### config.mk
export PLATFORM = sky130hd
export DESIGN_NAME = sptp_programmer
export DESIGN_NICKNAME = d
export VERILOG_FILES = /design/src/rtl/sptp_timer.v /design/src/rtl/sptp_programmer.v
export VERILOG_INCLUDE_DIRS = /design/src /design/src/rtl
export SDC_FILE = /design/constraint.sdc
export NUM_CORES = 1
export LEC_CHECK = 0
export BUFFER_PORTS_ARGS = -buffer_cell sky130_fd_sc_hd__buf_2
export CAP_MARGIN = 20
export CORE_AREA = 2 2 62 123
export DETAILED_ROUTE_END_ITERATION = 10
export DIE_AREA = 0 0 64 125
export REMOVE_ABC_BUFFERS = 1
export SYNTH_ARGS = -nofsm -noshare
export SYNTH_HDL_FRONTEND = slang
export SYNTH_HIERARCHICAL = 1
export SYNTH_SLANG_ARGS = --single-unit
### constraint.sdc
create_clock -name ref_clk -period 2.65 [get_ports ref_clk]
set_clock_uncertainty 0.2 [all_clocks]
set_input_delay 0.3975 -clock ref_clk [delete_from_list [all_inputs] [get_ports ref_clk]]
set_output_delay 0.3975 -clock ref_clk [all_outputs]
set_load 0.05 [all_outputs]
### src/rtl/sptp_defines.vh
// sptp_defines.vh: constants for the supply-pulse trim programmer
// assumes a 20 MHz ref_clk; included by bare name from rtl files
`ifndef SPTP_DEFINES_VH
`define SPTP_DEFINES_VH
`define SPTP_CLK_MHZ 20
// supply level codes driven to the pulse amplifier
`define SPTP_LVL_OFF 2'h0
`define SPTP_LVL_HOLD 2'h1
`define SPTP_LVL_COUNT 2'h2
`define SPTP_LVL_STRIKE 2'h3
// times in microseconds, as printed
`define SPTP_OFF_GAP_US 20
`define SPTP_SHORT_PULSE_US 20
`define SPTP_FUSE_MIN_US 100
`define SPTP_FUSE_TYP_US 300
// cycle counts derived from times, the fuse count from its typical time
`define SPTP_OFF_GAP_CYC (`SPTP_OFF_GAP_US * `SPTP_CLK_MHZ)
`define SPTP_SHORT_CYC (`SPTP_SHORT_PULSE_US * `SPTP_CLK_MHZ)
`define SPTP_FUSE_CYC (`SPTP_FUSE_TYP_US * `SPTP_CLK_MHZ)
// addressing
`define SPTP_TRIM_BITS 5
`define SPTP_TRIM_MAX 6'h1f
`define SPTP_LOCK_ADDR 6'h20
`endif

### src/rtl/sptp_timer.v
// sptp_timer.v: down counter that pulses done after a loaded cycle count
// assumes load and count come from logic on ref_clk
`timescale 1ns/10ps
`include "sptp_defines.vh"
module sptp_timer (
	// clock and reset
	input wire ref_clk,
	input wire reset_n,
	// control
	input wire load,
	input wire [12:0] count,
	// status
	output wire busy,
	output wire done
);
	reg [12:0] cnt_reg;
	reg done_reg;
	// count down once loaded; done is one cycle when the count expires
	always @(posedge ref_clk or negedge reset_n) begin
		if (!reset_n) begin
			cnt_reg <= 13'h0000;
			done_reg <= 1'b0;
		end else if (load) begin
			cnt_reg <= count;
			done_reg <= 1'b0;
		end else begin
			done_reg <= (cnt_reg == 13'h0001);
			if (cnt_reg != 13'h0000)
				cnt_reg <= cnt_reg - 13'h0001;
		end
	end
	assign busy = (cnt_reg != 13'h0000);
	assign done = done_reg;
endmodule

### src/rtl/sptp_programmer.v
// sptp_programmer.v: host that drives coded supply pulses into a two-wire switch
// assumes an external amplifier turns supply_level into the supply pin voltage
`timescale 1ns/10ps
`include "sptp_defines.vh"
module sptp_programmer (
	// clock and reset
	input wire ref_clk,
	input wire reset_n,
	// user command
	input wire cmd_start,
	input wire cmd_permanent,
	input wire cmd_lock,
	input wire [4:0] cmd_value,
	output wire cmd_ready,
	output wire cmd_done,
	// supply drive
	output wire [1:0] supply_level
);
	localparam ST_IDLE = 3'd0;
	localparam ST_PICK = 3'd1;
	localparam ST_KEY = 3'd2;
	localparam ST_ADDR = 3'd3;
	localparam ST_SEP = 3'd4;
	localparam ST_FUSE = 3'd5;
	localparam ST_GAP = 3'd6;
	localparam ST_END = 3'd7;
	localparam integer SHORT_INT = `SPTP_SHORT_CYC;
	localparam integer FUSE_INT = `SPTP_FUSE_CYC;
	localparam integer GAP_INT = `SPTP_OFF_GAP_CYC;
	// counts fit the 13-bit timer; the slices only drop zero high bits
	localparam [12:0] SHORT_CNT = SHORT_INT[12:0];
	localparam [12:0] FUSE_CNT = FUSE_INT[12:0];
	localparam [12:0] GAP_CNT = GAP_INT[12:0];

	reg [2:0] state_reg, state_next;
	reg [1:0] level_reg, level_next;
	reg [4:0] bits_reg, bits_next;
	reg [5:0] target_reg, target_next;
	reg [5:0] sent_reg, sent_next;
	reg [2:0] phase_reg, phase_next;
	reg perm_reg, perm_next;
	reg lock_reg, lock_next;
	reg done_reg, done_next;
	reg tload;
	reg [12:0] tcount;
	wire tbusy;
	wire tdone;

	sptp_timer u_timer (
		.ref_clk(ref_clk),
		.reset_n(reset_n),
		.load(tload),
		.count(tcount),
		.busy(tbusy),
		.done(tdone)
	);

	// address of the lowest set bit of the pending permanent bits, its index plus one
	function [5:0] low_addr;
		input [4:0] b;
		integer i;
		begin
			low_addr = 6'h00;
			for (i = `SPTP_TRIM_BITS - 1; i >= 0; i = i - 1)
				if (b[i])
					low_addr = i[5:0] + 6'h01;
		end
	endfunction

	// state registers
	always @(posedge ref_clk or negedge reset_n) begin
		if (!reset_n) begin
			state_reg <= ST_IDLE;
			level_reg <= `SPTP_LVL_OFF;
			bits_reg <= 5'h00;
			target_reg <= 6'h00;
			sent_reg <= 6'h00;
			phase_reg <= 3'h0;
			perm_reg <= 1'b0;
			lock_reg <= 1'b0;
			done_reg <= 1'b0;
		end else begin
			state_reg <= state_next;
			level_reg <= level_next;
			bits_reg <= bits_next;
			target_reg <= target_next;
			sent_reg <= sent_next;
			phase_reg <= phase_next;
			perm_reg <= perm_next;
			lock_reg <= lock_next;
			done_reg <= done_next;
		end
	end

	// sequencer: every pulse holds until the timer expires, then steps on
	always @* begin
		state_next = state_reg;
		level_next = level_reg;
		bits_next = bits_reg;
		target_next = target_reg;
		sent_next = sent_reg;
		phase_next = phase_reg;
		perm_next = perm_reg;
		lock_next = lock_reg;
		done_next = 1'b0;
		tload = 1'b0;
		tcount = SHORT_CNT;
		case (state_reg)
			ST_IDLE: begin
				if (cmd_start) begin
					perm_next = cmd_permanent | cmd_lock;
					lock_next = cmd_lock;
					bits_next = cmd_value;
					if (cmd_lock) begin
						target_next = `SPTP_LOCK_ADDR;
						state_next = ST_PICK;
					end else if (!cmd_permanent) begin
						// a trial value is counted out in one sequence
						target_next = {1'b0, cmd_value};
						state_next = ST_PICK;
					end else if (cmd_value == 5'h00) begin
						// zero bits are never fused, nothing to send
						done_next = 1'b1;
					end else begin
						state_next = ST_PICK;
					end
				end
			end
			ST_PICK: begin
				if (perm_reg && !lock_reg)
					target_next = low_addr(bits_reg);
				if (!perm_reg && target_reg == 6'h00) begin
					// trial zero: just hold so prior state stays cleared
					level_next = `SPTP_LVL_HOLD;
					done_next = 1'b1;
					state_next = ST_IDLE;
				end else begin
					// key opens with a short strike straight from the supply level
					level_next = `SPTP_LVL_STRIKE;
					phase_next = 3'h0;
					tload = 1'b1;
					state_next = ST_KEY;
				end
			end
			ST_KEY: begin
				if (tdone) begin
					tload = 1'b1;
					phase_next = phase_reg + 3'h1;
					case (phase_reg)
						3'h0: level_next = `SPTP_LVL_COUNT;
						3'h1: level_next = `SPTP_LVL_STRIKE;
						default: begin
							level_next = `SPTP_LVL_HOLD;
							sent_next = 6'h00;
							state_next = ST_ADDR;
						end
					endcase
				end
			end
			ST_ADDR: begin
				// alternate count pulse and hold gap, each one short time
				if (tdone) begin
					tload = 1'b1;
					if (level_reg == `SPTP_LVL_HOLD) begin
						if (sent_reg == target_reg) begin
							if (perm_reg) begin
								level_next = `SPTP_LVL_STRIKE;
								tcount = FUSE_CNT;
								state_next = ST_FUSE;
							end else begin
								state_next = ST_END;
							end
						end else begin
							level_next = `SPTP_LVL_COUNT;
							sent_next = sent_reg + 6'h01;
						end
					end else begin
						level_next = `SPTP_LVL_HOLD;
					end
				end
			end
			ST_FUSE: begin
				if (tdone) begin
					// drop to zero to clear the device before the next bit
					level_next = `SPTP_LVL_OFF;
					tcount = GAP_CNT;
					tload = 1'b1;
					state_next = ST_GAP;
				end
			end
			ST_GAP: begin
				if (tdone) begin
					if (!lock_reg)
						bits_next = bits_reg & ~(5'h01 << (target_reg[2:0] - 3'h1));
					state_next = ST_END;
				end
			end
			ST_END: begin
				if (perm_reg && !lock_reg && bits_next != 5'h00) begin
					state_next = ST_PICK;
				end else begin
					// provisional leaves the supply at hold to keep bits
					if (!perm_reg)
						level_next = `SPTP_LVL_HOLD;
					done_next = 1'b1;
					state_next = ST_IDLE;
				end
			end
			default: state_next = ST_IDLE;
		endcase
	end

	assign cmd_ready = (state_reg == ST_IDLE) && !tbusy;
	assign cmd_done = done_reg;
	assign supply_level = level_reg;
endmodule

==> results of run 1 <==
## what timing repair did
| item | CTS | global route |
|---|---|---|
| hold buffers | 0 | 0 |
| endpoints found under the setup margin | 0 | 1 |
| gates resized for setup | 0 | 1 |
## layout by cell type (no fill, tap or decap), types with 4 or more instances in the layout
| cell type | Yosys | layout |
|---|---|---|
| a21oi_1 | 13 | 13 |
| clkbuf_16 | 0 | 5 |
| nand3_1 | 15 | 15 |
| o21ai_0 | 28 | 28 |
| a31oi_1 | 6 | 6 |
| nor3_1 | 9 | 9 |
| ha_1 | 7 | 7 |
| inv_1 | 17 | 17 |
| nand2_1 | 40 | 40 |
| a22o_1 | 6 | 6 |
| buf_2 | 6 | 13 |
| nor2_1 | 26 | 26 |
| xor2_1 | 5 | 5 |
| conb_1 | 2 | 7 |
| xnor2_1 | 14 | 14 |
| nand2b_1 | 4 | 4 |
| buf_4 | 2 | 10 |
| dfrtp_1 | 42 | 42 |
## synthesized netlist by cell type, types with 6 or more instances
cell,number
nand3_1,15
nor2_1,26
a22o_1,6
ha_1,7
nand2_1,40
dfrtp_1,42
a21oi_1,13
a31oi_1,6
o21ai_0,28
xnor2_1,14
inv_1,17
buf_2,6
nor3_1,9
## per-stage QoR
stage	cells	worst slack, ns	total power, mW
floorplan	307	-0.183	1.29
global placement	422	0.450	1.43
detailed placement	422	0.416	1.46
CTS	430	0.101	2.08
global route	430	0.0262	2.21
finish	430	0.137	2.07
## cells by family after synthesis
logic type,after synthesis
other cells,2
xor+xnor,19
mux,5
buf+inv,33
simple gates,127
compound gates,81
flops,42
fa+ha+maj,7
## critical path, delay by kind of cell (launching register included)
family                   cells  cell delay, ns
AND/OR/NAND/NOR              3            0.57
flip-flops                   1            0.41
adder cells (fa/ha/maj)      1            0.18
buffers and inverters        3            0.48
## layer usage
| layer | global-route usage, % | vias to the layer above | wire length, µm |
|---|---|---|---|
| met5 | 0 | - | 0 |
| met4 | 6.01 | 0 | 96 |
| met2 | 26.8 | 39 | 2960 |
| met3 | 2.97 | 6 | 207 |
| li1 | - | 1152 | - |
| met1 | 23.2 | 1114 | 2950 |
## power breakdown
| group | internal (mW) | total (mW) | switching (mW) |
|---|---|---|---|
| Sequential | 0.745 | 0.886 | 0.141 |
| Clock | 0.349 | 0.617 | 0.268 |
| Combinational | 0.281 | 0.569 | 0.288 |
| Total | 1.38 | 2.07 | 0.697 |
## area by class of cell
cell class / instances / share of cell area [%]
inverter: 19 / 2.37
clock buffer: 5 / 4.02
multi-input combinational: 246 / 50.9
sequential: 42 / 33.8
timing repair buffer: 23 / 4.51
clock inverter: 3 / 0.684
tap: 92 / 3.70
## final timing paths
kind	slack, ns	start	end	depth (start not counted)
max	0.14	u_timer/cnt_reg[0]	cmd_ready	7
min	-0.02	reset_n	target_reg[0]	2
max reg2reg	0.47	phase_reg[1]	sent_reg[5]	7
min reg2reg	0.31	lock_reg	lock_reg	2
max in group asynchronous	1.91	reset_n	u_timer/cnt_reg[2]	2
min in group ref_clk	0.15	cmd_value[0]	bits_reg[0]	3
==> summary.txt, run 1 <==
Clocking
  – H-tree levels: 2
  – CTS Sinks: 42
  – Maximum root-to-sink buffer count: 2
  – Post-CTS setup buffers: 0
  – CTS tree: done
  – Root buffer cell: clkbuf_16
  – Clk slew on worst S/H paths: 0.06 ns
  – CTS Buf Count: 5
  – Skew-Pair Late Insertion Delay: 0.29 ns

Worst setup path
  – Worst path cell trace: inv_1 > ha_1 > nor2b_1 > and4_1 > inv_4 > nor3_1 > buf_2
  – Required @ worst endpoint: 2.05 ns
  – Worst setup EP type: output pin
  – Maximum fanout along the worst path: 4
  – Critical path startpoint category: flip-flop
  – Crit Path Category: flip-flop to output pin
  – Crit-path slowest cell: dfrtp_1
  – Slowest stage delay, CP: 0.41 ns
  – Worst Path Arrival: 1.92 ns

Place
  – Post-DP HPWL: 4700 µm
  – PortBufs: 13
  – Placer Congestion: 0.853
  – Placed cell area: 2960 µm²

Global route
  – First-pass GRT wire length: 10,900 µm
  – Gr ovfl total: 0
  – Largest net degree at the start of global routing: 43
  – Vias in the first global route: 2,337
  – Initial antenna violation count: 0
  – Global Route Usage Sum: 17.0%

Die
  – Row count: 44
  – Die Wd: 64 µm
  – Top Ports: 14
  – Die height: 125 µm
  – Initial core utilization: 39.1%
  – Core ar.: 7100 µm²
  – DIE AREA: 8000 µm²

Drt
  – Antenna Nets Post-Route: 0
  – WL/cell: 14.5 µm
  – Routed wire length: 6220 µm
  – DRT iter0 DRCs: 189
  – Vias: 2,311
  – Detail-routed via count per cell: 5.37
  – Router iterations before antenna repair: 4
  – Remaining DRCs: 0

Timing
  – Setup violators final: 0
  – Tmin final: 2.51 ns
  – Least-Margin Pin Slew: 0.534 ns
  – Period utilization: 94.8%
  – TNS Setup: 0 ns
  – Final hold vios: 42
  – Worst slew margin: 64.4%
  – RSZ-0062 raised after global routing: no
  – Pins over their slew limit: 0
  – Max frequency: 0.398 GHz
  – Final Hold Slack: -0.0221 ns

Logic synthesis
  – Mux cell area share after synthesis: 2.07%
  – Synthesized area: 2780 µm²
  – Synth Area in Adders: 3.15%
  – Top cells by area, synth: dfrtp_1 (38%), nand2_1 (5.4%), o21ai_0 (5.0%)
  – Mapped Cells: 316
  – Flops & latches, synth: 42
  – Main synth FF type: dfrtp_1
  – Largest family of logic cells by synthesized area: simple AND/OR/NAND/NOR gates
  – Synth Warn #: 6
  – Area leader, netlist: dfrtp_1
  – Compound-Gate Fraction of Synth Area: 20.1%
  – Ys async rst share: 100%
  – Post-synthesis simple-gate area fraction: 24.5%
  – Seq/Total Area, Yosys: 37.8%
  – Distinct cells, synth: 61
  – Top-area cell type share of the netlist area: 37.8%
  – EDFF count, synth: 0
  – Post-synthesis xor/xnor area fraction: 5.99%
  – Mean Syn Cell Area: 8.80 µm²

Power and ir drop
  – VDD IR max: 339 µV
  – Lkg Pwr: 1.30 nW
  – PwrDens: 666 nW/µm²

Cells and area
  – FF/Latch Area: 1050 µm²
  – Final-layout fill cell count: 704
  – Max FFs per register: 13
  – Layout Nets: 354
  – P&R area growth vs syn: 11.8%
  – Diodes inserted: 0
  – Multi-input gate area: 1580 µm²
  – Final Util: 43.8%
  – Fin area: 3110 µm²
  – Layout cells sized above 1: 16.0%

Run status
  – Failing checks: hold timing
  – Status: complete, but fails checks

Min path
  – HP Class: primary input to async pin

Job
  – Max Cap Viol: 0
(Power assumes the default switching activity.)
==> run 2: changes to the inputs <==
Settings changed: MAX_ROUTING_LAYER set to met4.
Clock period 2.65 ns to 3 ns, I/O delays scaled along.
==> summary.txt, run 2 (synthesis results as in run 1) <==
Run status
  – Status: complete, no violations

Worst setup path
  – Worst Path Arrival: 2.05 ns
  – Crit-path slowest cell: and4_1
  – Critical path startpoint category: flip-flop
  – Crit Path Category: flip-flop to output pin
  – Worst setup EP type: output pin
  – Worst path cell trace: nor3_2 > and4_1 > inv_4 > nor3_1 > buf_2
  – Required @ worst endpoint: 2.35 ns
  – Slowest stage delay, CP: 0.46 ns
  – R2R setup slack: 0.56 ns
  – Maximum fanout along the worst path: 7

Place
  – Placed cell area: 2910 µm²
  – Post-DP HPWL: 4520 µm
  – Post-Place Cells: 416
  – Placement Setup Slack: 0.599 ns
  – Placer Congestion: 0.914
  – PortBufs: 13

Power and ir drop
  – PwrDens: 605 nW/µm²
  – VDD IR max: 384 µV
  – P_sw: 575 µW
  – Register share of total power: 41.4%
  – Comb power frac: 26.2%
  – Clk pwr share: 32.4%
  – Pwr Total: 1.86 mW
  – Switching Fraction: 30.9%
  – Lkg Pwr: 1.28 nW
  – Power Internal: 1.29 mW

Clocking
  – H-tree levels: 2
  – Clk slew on worst S/H paths: 0.06 ns
  – Maximum root-to-sink buffer count: 2
  – CTS Hold Bufs: 0
  – Resized cells post-CTS: 0
  – CTS tree: done
  – CTS Buf Count: 5
  – Post-CTS setup buffers: 0
  – CTS Sinks: 42
  – Skew-Pair Late Insertion Delay: 0.28 ns
  – Root buffer cell: clkbuf_16

Drt
  – Router iterations before antenna repair: 4
  – WL/cell: 14.2 µm
  – Antenna Nets Post-Route: 0
  – Top sig layer: met4
  – Routed wire length: 6020 µm
  – Vias: 2,282
  – Metal1 wirelength: 2910 µm
  – Met2 wire len: 2750 µm
  – Detail-routed via count per cell: 5.38
  – Remaining DRCs: 0
  – DRT iter0 DRCs: 178
  – Met3 wire length: 253 µm

Timing
  – Tmin final: 2.70 ns
  – Least-Margin Pin Slew: 0.936 ns
  – TNS Setup: 0 ns
  – RSZ-0062 raised after global routing: no
  – Worst slew margin: 37.6%
  – Max frequency: 0.370 GHz
  – Final hold vios: 0
  – Period utilization: 90.2%
  – Setup violators final: 0
  – Worst Slack Setup Final: 0.295 ns
  – Final Hold Slack: 0.105 ns
  – Pins over their slew limit: 0

Global route
  – Global Route Usage Sum: 16.9%
  – Gr ovfl total: 0
  – Vias in the first global route: 2,216
  – Largest net degree at the start of global routing: 43
  – First-pass GRT wire length: 10,700 µm
  – Initial antenna violation count: 0

Cells and area
  – Final-layout fill cell count: 716
  – Max FFs per register: 13
  – Layout cells sized above 1: 14.5%
  – Most frequent cells in the layout: dfrtp_1 (42), nand2_1 (40), o21ai_0 (28)
  – Layout Nets: 348
  – P&R area growth vs syn: 10.7%
  – Most common cell after layout, fill and taps aside: dfrtp_1
  – Fin area: 3080 µm²
  – Final std cells w/o fill: 424
  – Diodes inserted: 0
  – Final Util: 43.3%

Die
  – Die height: 125 µm
  – Row count: 44
  – Top Ports: 14
  – Core ar.: 7100 µm²
  – DIE AREA: 8000 µm²
  – Die Wd: 64 µm
  – Initial core utilization: 39.1%

Min path
  – HP Class: primary input to async pin

Job
  – Max Cap Viol: 0
## run 2: layout make-up
type                    count  area, µm²  area share (%)
well taps                  92        115            3.74
clock inverters             3       40.0            1.30
flip-flops and latches     42       1050            34.2
repair buffers             17       95.1            3.09
clock buffers               5        125            4.07
inverters                  19       73.8            2.40
multi-input cells         246       1580            51.2
## run 2: worst paths after layout
path	depth (start not counted)	from	end
setup / recovery	5	u_timer/cnt_reg[3]	cmd_ready
hold / removal	1	reset_n	sent_reg[5]
setup reg to reg	6	state_reg[2]	u_timer/cnt_reg[11]
hold reg to reg	2	lock_reg	lock_reg
max in group asynchronous	1	reset_n	u_timer/cnt_reg[8]
min in group ref_clk	3	cmd_permanent	perm_reg
## run 2: routing by layer
| layer | global-route usage, % | vias to the layer above |
|---|---|---|
| li1 | - | 1140 |
| met5 | - | - |
| met3 | 2.16 | 8 |
| met2 | 25.2 | 55 |
| met4 | 4.99 | 0 |
| met1 | 23.8 | 1079 |
## run 2: power groups by stage
stage,Combinational [mW],Clock (mW),Sequential (mW)
after global routing,0.546,0.643,0.788
after floorplan,0.358,0,0.785
after global placement,0.474,0,0.773
after CTS,0.488,0.618,0.770
after detailed placement,0.479,0,0.780
final,0.487,0.603,0.771
## run 2: worst max-delay path: cells and delay by family, from the launching register on
| kind | cells | cell delay [ns] |
|---|---|---|
| AND/OR/NAND/NOR | 3 | 0.98 |
| flip-flops | 1 | 0.43 |
| buffers and inverters | 2 | 0.35 |
==> run 3: changes to the inputs <==
Settings changed: BUFFER_PORTS_ARGS -buffer_cell sky130_fd_sc_hd__buf_2 to -buffer_cell sky130_fd_sc_hd__clkbuf_2.
==> summary.txt, run 3 (synthesis results as in run 1) <==
Run status
  – Status: complete, no violations

Clocking
  – Root buffer cell: clkbuf_16
  – Clk slew on worst S/H paths: 0.06 ns
  – H-tree levels: 2
  – Maximum root-to-sink buffer count: 2
  – CTS tree: done
  – CTS Buf Count: 5
  – Skew-Pair Late Insertion Delay: 0.29 ns
  – Resized cells post-CTS: 0
  – CTS Sinks: 42

Worst setup path
  – Critical path startpoint category: flip-flop
  – Worst Path Arrival: 2.15 ns
  – Worst path cell trace: nor3_2 > and4_1 > inv_4 > nor3_1 > clkbuf_2
  – Slowest stage delay, CP: 0.48 ns
  – Worst setup EP type: output pin
  – Maximum fanout along the worst path: 7
  – Crit Path Category: flip-flop to output pin
  – Required @ worst endpoint: 2.35 ns
  – R2R setup slack: 0.62 ns
  – Crit-path slowest cell: and4_1

Place
  – Post-DP HPWL: 4680 µm
  – Placement Setup Slack: 0.519 ns
  – PortBufs: 13
  – Placer Congestion: 0.923

Die
  – Core ar.: 7100 µm²
  – Die height: 125 µm
  – Row count: 44
  – DIE AREA: 8000 µm²
  – Initial core utilization: 39.1%
  – Die Wd: 64 µm
  – Top Ports: 14

Power and ir drop
  – Power Internal: 1.40 mW
  – VDD IR max: 380 µV
  – Register share of total power: 39.1%
  – Switching Fraction: 29.6%
  – Pwr Total: 1.99 mW
  – Clk pwr share: 36.2%
  – Comb power frac: 24.7%
  – P_sw: 587 µW
  – PwrDens: 633 nW/µm²
  – Lkg Pwr: 1.31 nW

Timing
  – Pins over their slew limit: 0
  – Period utilization: 93.3%
  – Final hold vios: 0
  – RSZ-0062 raised after global routing: no
  – Max frequency: 0.357 GHz
  – TNS Setup: 0 ns
  – Worst slew margin: 57.1%
  – Worst Slack Setup Final: 0.201 ns
  – Final Hold Slack: 0.203 ns
  – Tmin final: 2.80 ns
  – Setup violators final: 0
  – Least-Margin Pin Slew: 0.644 ns

Min path
  – HP Class: primary input to flip-flop

Drt
  – Vias: 2,283
  – DRT iter0 DRCs: 206
  – Antenna Nets Post-Route: 0
  – Remaining DRCs: 0
  – WL/cell: 14.8 µm
  – Detail-routed via count per cell: 5.36
  – Routed wire length: 6320 µm
  – Router iterations before antenna repair: 4

Global route
  – Global Route Usage Sum: 18.0%
  – M3 GR Usage: 2.70%
  – Met1 usage: 24.9%
  – Initial antenna violation count: 0
  – Largest net degree at the start of global routing: 43
  – First-pass GRT wire length: 11,300 µm
  – Vias in the first global route: 2,308
  – Most Crowded Layer GR: met2
  – Met2 GRT Util: 26.8%
  – Gr ovfl total: 0

Cells and area
  – Layout Nets: 350
  – Diodes inserted: 0
  – P&R area growth vs syn: 13.0%
  – Max FFs per register: 13
  – Most frequent cells in the layout: dfrtp_1 (42), nand2_1 (40), o21ai_0 (28)
  – Layout cells sized above 1: 14.7%
  – Final Util: 44.2%
  – Most common cell after layout, fill and taps aside: dfrtp_1
  – Final-layout fill cell count: 713

Job
  – Max Cap Viol: 0
-- run 3: metal layers --
| metal | vias up | routed length (µm) |
|---|---|---|
| met2 | 47 | 3030 |
| met5 | - | 0 |
| met1 | 1090 | 2940 |
| li1 | 1140 | - |
| met3 | 6 | 233 |
| met4 | 0 | 109 |
-- run 3: power groups by stage --
stage / clock, mW / combinational (mW) / sequential, mW
4_1_cts: 0.739 / 0.492 / 0.776
5_1_grt: 0.765 / 0.556 / 0.791
3_3_place_gp: 0 / 0.473 / 0.779
2_1_floorplan: 0 / 0.358 / 0.785
6_report: 0.720 / 0.491 / 0.776
3_5_place_dp: 0 / 0.487 / 0.784
-- run 3: final cells by class --
type                       instances  area (µm²)  share of cell area, %
clock inverter                     2        60.1                   1.91
inverter                          19        73.8                   2.35
tap                               92         115                   3.67
clock buffer                       6         139                   4.42
multi-input combinational        246        1580                   50.2
timing repair buffer              19         125                   3.98
sequential                        42        1050                   33.5
-- run 3: per-stage QoR --
| step | instances | area [µm²] |
|---|---|---|
| finish | 426 | 3140 |
| global route | 426 | 3140 |
| CTS | 424 | 3110 |
| detailed placement | 416 | 2910 |
| global placement | 416 | 2910 |
| floorplan | 307 | 2700 |
-- run 3: worst max-delay path: cells and delay by family, from the launching register on --
| family | cells | cell delay [ns] |
|---|---|---|
| flip-flops | 1 | 0.44 |
| buffers and inverters | 2 | 0.36 |
| AND/OR/NAND/NOR | 3 | 1.05 |
-- run 3: timing repair --
action | in CTS | in global routing
buffers inserted | 0 | 0
endpoints found under the setup margin | 0 | 0
hold endpoints to repair | 0 | 8
hold buffers | 0 | 1
-- run 3: final timing paths --
kind | start | end | depth (start not counted)
setup / recovery | u_timer/cnt_reg[3] | cmd_ready | 5
hold / removal | cmd_value[0] | bits_reg[0] | 3
setup reg to reg | state_reg[0] | u_timer/done | 7
hold reg to reg | lock_reg | lock_reg | 2
max in group asynchronous | reset_n | phase_reg[0] | 3
min in group asynchronous | reset_n | target_reg[1] | 2
